**config.mk**
```make
export PLATFORM = sky130hd
export DESIGN_NAME = spcs_page_stack
export DESIGN_NICKNAME = d
export VERILOG_FILES = /design/src/hw/spcs_pkg.sv /design/src/hw/spcs_page_stack.sv
export SDC_FILE = /design/constraint.sdc
export NUM_CORES = 1
export LEC_CHECK = 0
export ABC_AREA = 1
export BUFFER_PORTS_ARGS = -buffer_cell sky130_fd_sc_hd__clkbuf_2
export CAP_MARGIN = 15
export CORE_MARGIN = 2
export CORE_UTILIZATION = 45
export CTS_CLUSTER_SIZE = 8
export DETAILED_ROUTE_END_ITERATION = 6
export GPL_TIMING_DRIVEN = 1
export PLACE_DENSITY = 0.68
export SETUP_SLACK_MARGIN = 0.15
export SYNTH_ARGS = -nofsm -noshare
export SYNTH_HDL_FRONTEND = slang
export SYNTH_SLANG_ARGS = --single-unit
```
**constraint.sdc**
```tcl
create_clock -name ref_clk -period 3.5 [get_ports ref_clk]
set_input_delay 0.525 -clock ref_clk [delete_from_list [all_inputs] [get_ports ref_clk]]
set_output_delay 0.525 -clock ref_clk [all_outputs]
set_load 0.05 [all_outputs]
```
**src/hw/spcs_pkg.sv**
```systemverilog
`default_nettype none
package spcs_pkg;
  // Register addresses in direct SFR space
  localparam logic [7:0] ADDR_PAGE_CONTROL = 8'h84;
  localparam logic [7:0] ADDR_ACTIVE_PAGE = 8'hA7;
  localparam logic [7:0] ADDR_STACK_SECOND = 8'h85;
  // Bottom entry address is not fixed here; module parameter default
  localparam logic [7:0] ADDR_STACK_BOTTOM_DEF = 8'h86;
  // Page on which the control register lives
  localparam logic [7:0] PAGE_CONTROL_HOME = 8'h0F;
  // Pages loaded on vectoring
  localparam logic [7:0] PAGE_DEFAULT = 8'h00;
  localparam logic [7:0] PAGE_CAN = 8'h0C;
  // Control register layout and reset
  localparam int CTRL_EN_BIT = 0;
  localparam logic [7:0] CTRL_RESET = 8'h01;
  localparam logic [7:0] ENTRY_RESET = 8'h00;

  // Register access request from the core
  typedef struct packed {
    logic rd;
    logic wr;
    logic [7:0] addr;
    logic [7:0] wdata;
  } spcs_sfr_req_t;

  // Interrupt entry and return strobes
  typedef struct packed {
    logic entry;
    logic is_can;
    logic ret;
  } spcs_irq_evt_t;
endpackage
`default_nettype wire

```
**src/hw/spcs_page_stack.sv**
```systemverilog
`default_nettype none
// What this block does
// - Interrupt entry pushes top and second down
// - Entry then loads the source's page
// - Vector page 0x00, controller interrupt 0x0C
// - Return pops second to top, bottom up
// - Empty bottom pops zero into second
// - Register writes never push or pop
// - Second and bottom writable during service
// - Nested push overwrites bottom unconditionally
// - Active page writable unless an enabled entry or return fires that cycle, second and bottom likewise
// - All three entries readable and writable
// - Control bit 0 enables auto paging
// - Enable bit resets to one
// - Control bits 7:1 read zero
// - Control decodes at 0x84 on page 0x0F
// - All-page registers decode on any page
// - Active page at 0xA7, resets zero
// - Second entry at 0x85, resets zero
module spcs_page_stack #(
  parameter logic [7:0] ADDR_STACK_BOTTOM = spcs_pkg::ADDR_STACK_BOTTOM_DEF
) (
  input wire logic ref_clk,
  input wire logic rst_n,
  input wire spcs_pkg::spcs_sfr_req_t sfr_req,
  input wire spcs_pkg::spcs_irq_evt_t irq_evt,
  output logic [7:0] sfr_rdata,
  output logic sfr_hit,
  output logic [7:0] active_page,
  output logic auto_page_enable
);

  // Stack entries and enable bit
  logic [7:0] active_page_reg, active_page_next;
  logic [7:0] page_stack_second_reg, page_stack_second_next;
  logic [7:0] page_stack_bottom_reg, page_stack_bottom_next;
  logic auto_page_enable_reg, auto_page_enable_next;
  // Address decode strobes
  logic sel_ctrl, sel_top, sel_second, sel_bottom;
  logic [7:0] vec_page;
  logic [7:0] rdata_next;
  logic [7:0] sfr_rdata_reg;

  // Address decode
  always_comb begin
    sel_ctrl = (sfr_req.addr == spcs_pkg::ADDR_PAGE_CONTROL)
      && (active_page_reg == spcs_pkg::PAGE_CONTROL_HOME);
    sel_top = (sfr_req.addr == spcs_pkg::ADDR_ACTIVE_PAGE);
    sel_second = (sfr_req.addr == spcs_pkg::ADDR_STACK_SECOND);
    sel_bottom = (sfr_req.addr == ADDR_STACK_BOTTOM);
  end

  // Next-state for stack and control
  always_comb begin
    active_page_next = active_page_reg;
    page_stack_second_next = page_stack_second_reg;
    page_stack_bottom_next = page_stack_bottom_reg;
    auto_page_enable_next = auto_page_enable_reg;
    vec_page = irq_evt.is_can ? spcs_pkg::PAGE_CAN : spcs_pkg::PAGE_DEFAULT;
    // software writes touch one entry only
    if (sfr_req.wr) begin
      if (sel_top) begin
        active_page_next = sfr_req.wdata;
      end
      if (sel_second) begin
        page_stack_second_next = sfr_req.wdata;
      end
      if (sel_bottom) begin
        page_stack_bottom_next = sfr_req.wdata;
      end
      if (sel_ctrl) begin
        auto_page_enable_next = sfr_req.wdata[spcs_pkg::CTRL_EN_BIT];
      end
    end
    // stack moves only when enabled; event wins over write
    if (auto_page_enable_reg) begin
      if (irq_evt.entry) begin
        page_stack_bottom_next = page_stack_second_reg;
        page_stack_second_next = active_page_reg;
        active_page_next = vec_page;
      end else if (irq_evt.ret) begin
        active_page_next = page_stack_second_reg;
        page_stack_second_next = page_stack_bottom_reg;
        // bottom emptied; next pop yields zero
        page_stack_bottom_next = spcs_pkg::ENTRY_RESET;
      end
    end
  end

  // Read mux
  always_comb begin
    rdata_next = 8'h00;
    if (!sfr_req.rd) begin
      // No read, data idles at zero
      rdata_next = 8'h00;
    end else if (sel_ctrl) begin
      rdata_next = {7'h00, auto_page_enable_reg};
    end else if (sel_top) begin
      rdata_next = active_page_reg;
    end else if (sel_second) begin
      rdata_next = page_stack_second_reg;
    end else if (sel_bottom) begin
      rdata_next = page_stack_bottom_reg;
    end
  end

  // State registers
  always_ff @(posedge ref_clk) begin
    if (!rst_n) begin
      active_page_reg <= spcs_pkg::ENTRY_RESET;
      page_stack_second_reg <= spcs_pkg::ENTRY_RESET;
      page_stack_bottom_reg <= spcs_pkg::ENTRY_RESET;
      auto_page_enable_reg <= spcs_pkg::CTRL_RESET[spcs_pkg::CTRL_EN_BIT];
      sfr_rdata_reg <= 8'h00;
    end else begin
      // update lands on the strobe edge
      active_page_reg <= active_page_next;
      page_stack_second_reg <= page_stack_second_next;
      page_stack_bottom_reg <= page_stack_bottom_next;
      auto_page_enable_reg <= auto_page_enable_next;
      sfr_rdata_reg <= rdata_next;
    end
  end

  // Outputs
  assign sfr_rdata = sfr_rdata_reg;
  assign sfr_hit = sel_ctrl | sel_top | sel_second | sel_bottom;
  assign active_page = active_page_reg;
  assign auto_page_enable = auto_page_enable_reg;

  // Push moves top into second and second into bottom
  property p_push;
    @(posedge ref_clk) disable iff (!rst_n)
    (irq_evt.entry && auto_page_enable_reg) |=>
      (page_stack_second_reg == $past(active_page_reg))
      && (page_stack_bottom_reg == $past(page_stack_second_reg));
  endproperty
  a_push: assert property (p_push) else $error("push wrong");

  property p_load;
    @(posedge ref_clk) disable iff (!rst_n)
    (irq_evt.entry && auto_page_enable_reg && irq_evt.is_can) |=> active_page_reg == 8'h0C;
  endproperty
  a_load: assert property (p_load) else $error("can page wrong");

  property p_load_def;
    @(posedge ref_clk) disable iff (!rst_n)
    (irq_evt.entry && auto_page_enable_reg && !irq_evt.is_can) |=> active_page_reg == 8'h00;
  endproperty
  a_load_def: assert property (p_load_def) else $error("default page wrong");

  property p_pop;
    @(posedge ref_clk) disable iff (!rst_n)
    (irq_evt.ret && !irq_evt.entry && auto_page_enable_reg) |=>
      (active_page_reg == $past(page_stack_second_reg))
      && (page_stack_second_reg == $past(page_stack_bottom_reg))
      && (page_stack_bottom_reg == 8'h00);
  endproperty
  a_pop: assert property (p_pop) else $error("pop wrong");

  property p_disabled;
    @(posedge ref_clk) disable iff (!rst_n)
    (!auto_page_enable_reg && !(sfr_req.wr && sfr_hit)) |=> $stable(active_page_reg)
      && $stable(page_stack_second_reg) && $stable(page_stack_bottom_reg);
  endproperty
  a_disabled: assert property (p_disabled) else $error("stack moved when off");

  property p_wr_second;
    @(posedge ref_clk) disable iff (!rst_n)
    (sfr_req.wr && sel_second && !irq_evt.entry && !irq_evt.ret) |=>
      (page_stack_second_reg == $past(sfr_req.wdata)) && $stable(active_page_reg)
      && $stable(page_stack_bottom_reg);
  endproperty
  a_wr_second: assert property (p_wr_second) else $error("second write wrong");

  property p_wr_top;
    @(posedge ref_clk) disable iff (!rst_n)
    (sfr_req.wr && sel_top && !irq_evt.entry && !irq_evt.ret) |=>
      (active_page_reg == $past(sfr_req.wdata)) && $stable(page_stack_second_reg);
  endproperty
  a_wr_top: assert property (p_wr_top) else $error("top write wrong");

  property p_ctrl_read;
    @(posedge ref_clk) disable iff (!rst_n)
    (sfr_req.rd && sel_ctrl) |=> sfr_rdata[7:1] == 7'h00;
  endproperty
  a_ctrl_read: assert property (p_ctrl_read) else $error("reserved bits set");

  property p_ctrl_page;
    @(posedge ref_clk) disable iff (!rst_n)
    (sfr_req.addr == 8'h84 && active_page_reg != 8'h0F) |-> !sel_ctrl;
  endproperty
  a_ctrl_page: assert property (p_ctrl_page) else $error("control off-page hit");

  property p_wr_bottom;
    @(posedge ref_clk) disable iff (!rst_n)
    (sfr_req.wr && sel_bottom && !irq_evt.entry && !irq_evt.ret) |=>
      (page_stack_bottom_reg == $past(sfr_req.wdata)) && $stable(active_page_reg)
      && $stable(page_stack_second_reg);
  endproperty
  a_wr_bottom: assert property (p_wr_bottom) else $error("bottom write wrong");

  property p_ctrl_write;
    @(posedge ref_clk) disable iff (!rst_n)
    (sfr_req.wr && sel_ctrl) |=> auto_page_enable_reg == $past(sfr_req.wdata[0]);
  endproperty
  a_ctrl_write: assert property (p_ctrl_write) else $error("enable write wrong");

  property p_all_pages;
    @(posedge ref_clk) disable iff (!rst_n)
    (sfr_req.addr == 8'hA7 || sfr_req.addr == 8'h85) |-> sfr_hit;
  endproperty
  a_all_pages: assert property (p_all_pages) else $error("page register missed");

  property p_rd_idle;
    @(posedge ref_clk) disable iff (!rst_n)
    !sfr_req.rd |=> sfr_rdata == 8'h00;
  endproperty
  a_rd_idle: assert property (p_rd_idle) else $error("read data not idle");

endmodule
`default_nettype wire

```
-- After elaboration in Yosys (flattened, before gate mapping)
Index checks and enable logic that the tools add are counted.
- add/sub/neg operators: 0
- multiply operators: 0
- divide/modulo/power cells: 0
- $lt $le $gt $ge: 0
- eq/ne operators: 5
- shift operators: 0
- multiplexer cells: 20
- bitwise logic cells: 5
- reduce and logical (&&, ||, !) cells: 4
- operators with widths (kind ; number):
    $mux W8 ; 18
    $eq A8 B8 Y1 const B ; 4
    $eq A8 B4 Y1 const B ; 1
    $mux W4 ; 1
    $reduce_and A2 Y1 ; 2
    $or A1 B1 Y1 ; 3
    $reduce_or A3 Y1 ; 1
    $not A1 Y1 ; 2
    $logic_and A1 B1 Y1 ; 1
    $mux W1 ; 1
- flip-flop bits (word level): 33
- latch bits: 0
- memory bits (writable): 0
- bits in read-only memories: 0
- bits of input ports: 23
- output and inout port bits: 18
- logic and storage cells: 40
- memories: 0

-- Longest topological paths before layout
Gate-level depths: netlist of run 1.
- depth after elaboration: 6
- gate-level depth with buffers: 10
- depth with buffers taken out: 10

-- Least setup slack after synthesis of run 1
Ideal clock, no wire load.
- kind: reg2out
- from: reg active_page_reg[1], in the netlist active_page[1]
- to: out sfr_hit
- arrival time: 1529 ps
- data required time: 2975 ps
- slack: 1446 ps
- cell stages (with the launch flop): 5
- path through: dfxtp_1 -> nand4_1 -> nor2_1 -> nand2_2 -> nand4_1
- cells in the longest elaborated chain, start to end: 5
- RTL lines (element ; RTL line ; source):
    start, declared ; spcs_page_stack.sv:34 ; logic [7:0] active_page_reg, active_page_next;
    start signal, assigned ; spcs_page_stack.sv:110 ; active_page_reg <= spcs_pkg::ENTRY_RESET;
    start signal, assigned ; spcs_page_stack.sv:117 ; active_page_reg <= active_page_next;
    $eq A8 B4 Y1 ; spcs_page_stack.sv:47 ; && (active_page_reg == spcs_pkg::PAGE_CONTROL_HOME);
    $logic_and A1 B1 Y1 ; spcs_page_stack.sv:47 ;
    $or A1 B1 Y1 (3 in a row) ; spcs_page_stack.sv:127 ; assign sfr_hit = sel_ctrl | sel_top | sel_second | sel_bottom;
    end, declared ; spcs_page_stack.sv:28 ; output logic sfr_hit,
Every way passes these cells.

-- Worst setup path in the final report of run 1
- from: in sfr_req[14] (netlist name)
- to: out sfr_hit
- cells in the longest elaborated chain, start to end: 5
- elaborated cells between the ends (all ways): 8
- RTL lines (element ; RTL line ; source):
    start, declared ; spcs_page_stack.sv:25 ; input wire spcs_pkg::spcs_sfr_req_t sfr_req,
    $eq A8 B8 Y1 ; spcs_page_stack.sv:46 ; sel_ctrl = (sfr_req.addr == spcs_pkg::ADDR_PAGE_CONTROL)
    $logic_and A1 B1 Y1 ; spcs_page_stack.sv:47 ;
    $or A1 B1 Y1 (2 in a row) ; spcs_page_stack.sv:127 ;
    $or A1 B1 Y1 * ; spcs_page_stack.sv:127 ;
Every way passes the cells marked *; elsewhere a longest branch is shown, timed or not.

==> qor.csv, run 1 <==
metric,value,unit
syn_inst,294,
cap_violations,0,
cts.sinks,33,
die_area,5170,um2
gp_congestion,0.909,
crit_arrival,1.97,ns
leakage,1.11,nW
drt_pass1_iterations,5,
htreeDepth,2,
ys_ff_latch,33,
port_buffers,40,
n_antenna_cell,0,
hold_buffers,0,
clk_path_buf_depth,2,
die_height,71.9,um
rows,24,
synth_top_family_by_area,simple AND/OR/NAND/NOR gates,
power,751,uW
final_cell_mix,"nand2_1, inv_1, clkbuf_2",
clk_latency,0.29,ns
drive_gt1_share,23.3,%
max_freq,401,MHz
grt_start_max_net_pins,29,
synth-compound-area-share,13.3,%
antenna_left,0,
power_density,321,nW/um2
numCtsBuffers,5,
peakVddDrop,0.000125,V
place_inst,374,
start_util,47.3,%
crit_type,in -> out,
grt_util_all_layers,24.5,%
viasPerCell,5.57,
ys_seq_area_share,31.8,%
clk_pin_slew,0.07,ns
fin_skew,0.00615,ns
min_period,2.49,ns
vias,2128,
synthMuxAreaShare,0,%
worst_slew_pin_slew,0.761,ns
finalCritPeriodShare,71.3,%
grt_pass1_vias,1984,
rsz0062_at_grt,false,
yosys_warnings,0,
hold_viol,0,
postCtsSetupRepairBufs,0,
wire_per_inst,15.3,um
required,2.97,ns
report.final.slew_viol_count,0,
run_status,"complete, no violations",
setup_viol,0,
cts_root_buf,clkbuf_8,
die_w,71.9,um
cp-end-kind,output pin,
synth_nets,317,
syn_area_per_cell,7.06,um2
tns,0,ns
synthAdderAreaFrac,0,%
cp_max_fo,21,
final_common_cell,nand2_1,
antenna_found_initial,0,
start_kind,input pin,
ioPinCount,41,
hpwl,4.06,mm
final_cell_count_no_fill,382,
synthXorXnorAreaFrac,0,%
grt_first_pass_wirelength,9.72,mm
drc,0,
yosysUniqueCellTypes,27,
drt-total-wl,5.85,mm
cts-resized-gates,0,
grt_overflow_total,0,
synth-simple-area-share,41.6,%
drt_iter0_markers,217,
cts_tree,built,
nets,352,
core_area,4380,um2
fill_cells,455,
max-slew-margin-rel,49.2,%
syn-cell-area,2080,um2
areaGrowthSynthToFinish,12.7,%
hold_path.class,in -> reg,
## final cells by class
class,instances,area (um2),area share [%]
Multi-Input combinational cell,198,1140,48.7
Sequential cell,33,661,28.2
Inverter,51,191,8.18
Tap cell,52,65.1,2.78
Clock inverter,2,10.0,0.428
Clock buffer,6,72.6,3.10
Timing Repair Buffer,40,200,8.56
## final timing paths
path / start / to / slack [ns] / cells past startpoint
worst max-delay path: sfr_req[14] / sfr_hit / 1.01 / 9
worst min-delay path: rst_n / auto_page_enable / 0.46 / 2
worst max register to register: auto_page_enable / page_stack_bottom_reg[2] / 1.88 / 5
worst min register to register: page_stack_second_reg[3] / page_stack_bottom_reg[3] / 0.48 / 2
## kinds of logic after synthesis
logic type	count (synthesis)
flip-flops	33
AO/OA/AOI/OAI	47
AND/OR/NAND/NOR	151
buffers and inverters	63
## metal layers
| layer | GRT usage, % | share of wire (%) | up-vias |
|---|---|---|---|
| li1 | - | - | 1059 |
| met1 | 33.4 | 46 | 973 |
| met5 | 0 | 0 | - |
| met2 | 38.8 | 46 | 86 |
| met4 | 8.81 | 1.7 | 0 |
| met3 | 4.72 | 6.1 | 10 |
## power by group
part	total, mW	switching [mW]	internal, mW
registers	0.380	0.00252	0.378
logic	0.0882	0.0663	0.0219
clock network	0.282	0.144	0.138
## per-stage QoR
step	hold WS, ns	cell area (um2)	setup WS [ns]	util (%)
2_1_floorplan	0.444	2080	1.45	-
3_3_place_gp	0.460	2260	1.06	51.5
3_5_place_dp	0.458	2260	1.00	51.5
4_1_cts	0.451	2340	1.01	53.4
5_1_grt	0.467	2340	0.906	53.4
6_report	0.457	2340	1.01	53.4
## cell usage after synthesis
cell / n / area (um2)
o21ai_0: 9 / 45.0
a211oi_1: 1 / 7.51
nand4_1: 28 / 175
buf_2: 1 / 5.00
nand3_1: 30 / 150
nor2_8: 3 / 60.1
inv_1: 43 / 161
o211ai_1: 2 / 15.0
nand2_4: 5 / 56.3
nand2_2: 2 / 12.5
clkinv_1: 1 / 3.75
buf_4: 4 / 30.0
buf_6: 3 / 33.8
buf_1: 1 / 3.75
a21oi_1: 24 / 120
o21ai_1: 2 / 10.0
nor2_1: 18 / 67.6
nor2_2: 1 / 6.26
nand3_4: 3 / 52.6
dfxtp_1: 33 / 661
nor3_2: 5 / 50.1
clkbuf_1: 3 / 11.3
nor2_4: 3 / 33.8
nand2_1: 53 / 199
o21ai_2: 1 / 8.76
inv_2: 7 / 26.3
a32oi_1: 8 / 70.1
## critical path, stage by stage
cell      delay, ns
clkbuf_2       0.09
inv_2          0.05
nand2_4        0.07
nor2_4         0.49
inv_2          0.06
nor2_2         0.15
nand2_2        0.11
nand4_1        0.11
clkbuf_2       0.29
(Power assumes the default switching activity.)
==> inputs of run 2 (changes only) <==
Clock period 3.5 ns to 2.5 ns, I/O delays scaled along.
==> qor.csv, run 2 (synthesis results as in run 1) <==
metric,value,unit,change
seq_power_share,48.1,%,was 50.7%
cts-resized-gates,0,,unchanged
n_antenna_cell,0,,unchanged
min_from,rst_n,,unchanged
final_area,2370,um2,was 2340 um2
htreeDepth,2,,unchanged
fin_skew,0.00519,ns,was 0.00615 ns
cp_max_fo,5,,was 21
ioPinCount,41,,unchanged
cts_root_buf,clkbuf_8,,unchanged
drt-total-wl,5.64,mm,was 5.85 mm
slowest_stage,dfxtp_1,,was nor2_4
nets,353,,was 352
final_cell_mix,"nand2_1, inv_1, clkbuf_2",,unchanged
r2r-start,auto_page_enable,,unchanged
grt_first_pass_wirelength,9.32,mm,was 9.72 mm
cts.sinks,33,,unchanged
pwr-share-clk,40.8,%,was 37.6%
power_frac_comb,11.1,%,was 11.8%
switching_share,26.9,%,was 28.4%
min_period,2.06,ns,
vias,2101,,"was 2,128"
crit_type,reg -> out,,was in -> out
wire_per_inst,14.7,um,was 15.3 um
power_density,468,nW/um2,was 321 nW/um2
grt_start_max_net_pins,29,,unchanged
clk_latency,0.29,ns,about the same
cap_violations,0,,unchanged
grt_pass1_vias,1989,,"was 1,984"
hpwl,3.90,mm,was 4.06 mm
viasPerCell,5.49,,was 5.57
p_int,809,uW,was 537 uW
run_status,"complete, no violations",,unchanged
max-slew-margin-rel,48.2,%,was 49.2%
start_util,47.3,%,unchanged
path_delay_family,simple AND/OR/NAND/NOR gates,,unchanged
crit_path_start,active_page[1],,was sfr_req[14]
grt_overflow_total,0,,unchanged
die_area,5170,um2,unchanged
rsz0062_at_grt,false,,unchanged
start_kind,flop,,was input pin
cp-end-kind,output pin,,unchanged
clk_pin_slew,0.07,ns,about the same
slowest_delay,0.44,ns,was 0.49 ns
leakage,1.12,nW,was 1.11 nW
grt_util_all_layers,23.1,%,was 24.5%
die_w,71.9,um,unchanged
drt_pass1_iterations,5,,unchanged
gp_congestion,0.901,,was 0.909
core_area,4380,um2,unchanged
numCtsBuffers,5,,unchanged
final_common_cell,nand2_1,,unchanged
switchingPower,298,uW,was 213 uW
cts_tree,built,,unchanged
path_buf_inv,1,,was 4
worst_path_most_repeated_cell,nand4_1,,
finalCritPeriodShare,82.3,%,
max_freq,486,MHz,
hold_buffers,0,,unchanged
peakVddDrop,0.000203,V,was 0.000125 V
required,2.12,ns,was 2.97 ns
antenna_left,0,,unchanged
tns,0,ns,unchanged
antenna_found_initial,0,,unchanged
hold_viol,0,,unchanged
rows,24,,unchanged
r2r_slack,0.90,ns,was 1.88 ns
postCtsSetupRepairBufs,0,,unchanged
hold_path.class,in -> reg,,unchanged
crit_chain,"nand4_1, nor2_1, nand2_2, nand4_1, clkbuf_2",,"was clkbuf_2, inv_2, nand2_4, nor2_4, inv_2, nor2_2, nand2_2, nand4_1, clkbuf_2"
dpl_cell_area,2260,um2,about the same
setup_viol,0,,unchanged
worst_slew_pin_slew,0.776,ns,was 0.761 ns
drt_iter0_markers,195,,was 217
report.final.slew_viol_count,0,,unchanged
drc,0,,unchanged
areaGrowthSynthToFinish,14.0,%,was 12.7%
drive_gt1_share,23.9,%,was 23.3%
clk_path_buf_depth,2,,unchanged
port_buffers,40,,unchanged
crit_arrival,1.68,ns,was 1.97 ns
hold_slack,0.303,ns,was 0.457 ns
die_height,71.9,um,unchanged
==> run 2: cell count changes in the layout (fill, tap and decap cells not counted) <==
cell      previous run  this run
clkbuf_8             5         7
clkbuf_1             1         0
buf_4                0         1
clkinv_2             2         1
==> run 2: final timing paths <==
path / end / cells after the start
max: sfr_hit / 5
min: auto_page_enable / 2
max reg2reg: active_page[2] / 5
min reg2reg: page_stack_bottom_reg[3] / 2
==> run 2: final cells by class <==
type | count | area [um2]
multi-input combinational | 198 | 1140
clock buffer | 7 | 96.3
fill | 443 | 2020
inverter | 51 | 191
sequential | 33 | 661
clock inverter | 1 | 5.00
timing repair buffer | 41 | 208
tap | 52 | 65.1
==> run 2: power groups by stage <==
stage / clock network, mW / logic, mW / registers, mW
after global routing: 0.476 / 0.134 / 0.533
after CTS: 0.450 / 0.122 / 0.532
final: 0.452 / 0.123 / 0.533
after floorplan: 0 / 0.0785 / 0.551
after detailed placement: 0 / 0.122 / 0.545
after global placement: 0 / 0.121 / 0.544
==> run 2: layer usage <==
metal	share of wire, %	global-route usage (%)	vias up	wire, um
met3	7.3	4.86	11	414
met5	0	0	-	0
met4	1.5	9.43	0	85
li1	-	-	1060	-
met1	44	30.9	942	2470
met2	47	36.3	88	2680
==> run 2: through the flow <==
stage	setup WS, ns	util [%]	total power [mW]	std cells
global placement	0.541	51.7	0.665	375
CTS	0.445	54.0	1.10	383
floorplan	0.596	-	0.629	294
finish	0.443	54.0	1.11	383
detailed placement	0.514	51.7	0.667	375
global route	0.394	54.0	1.14	383
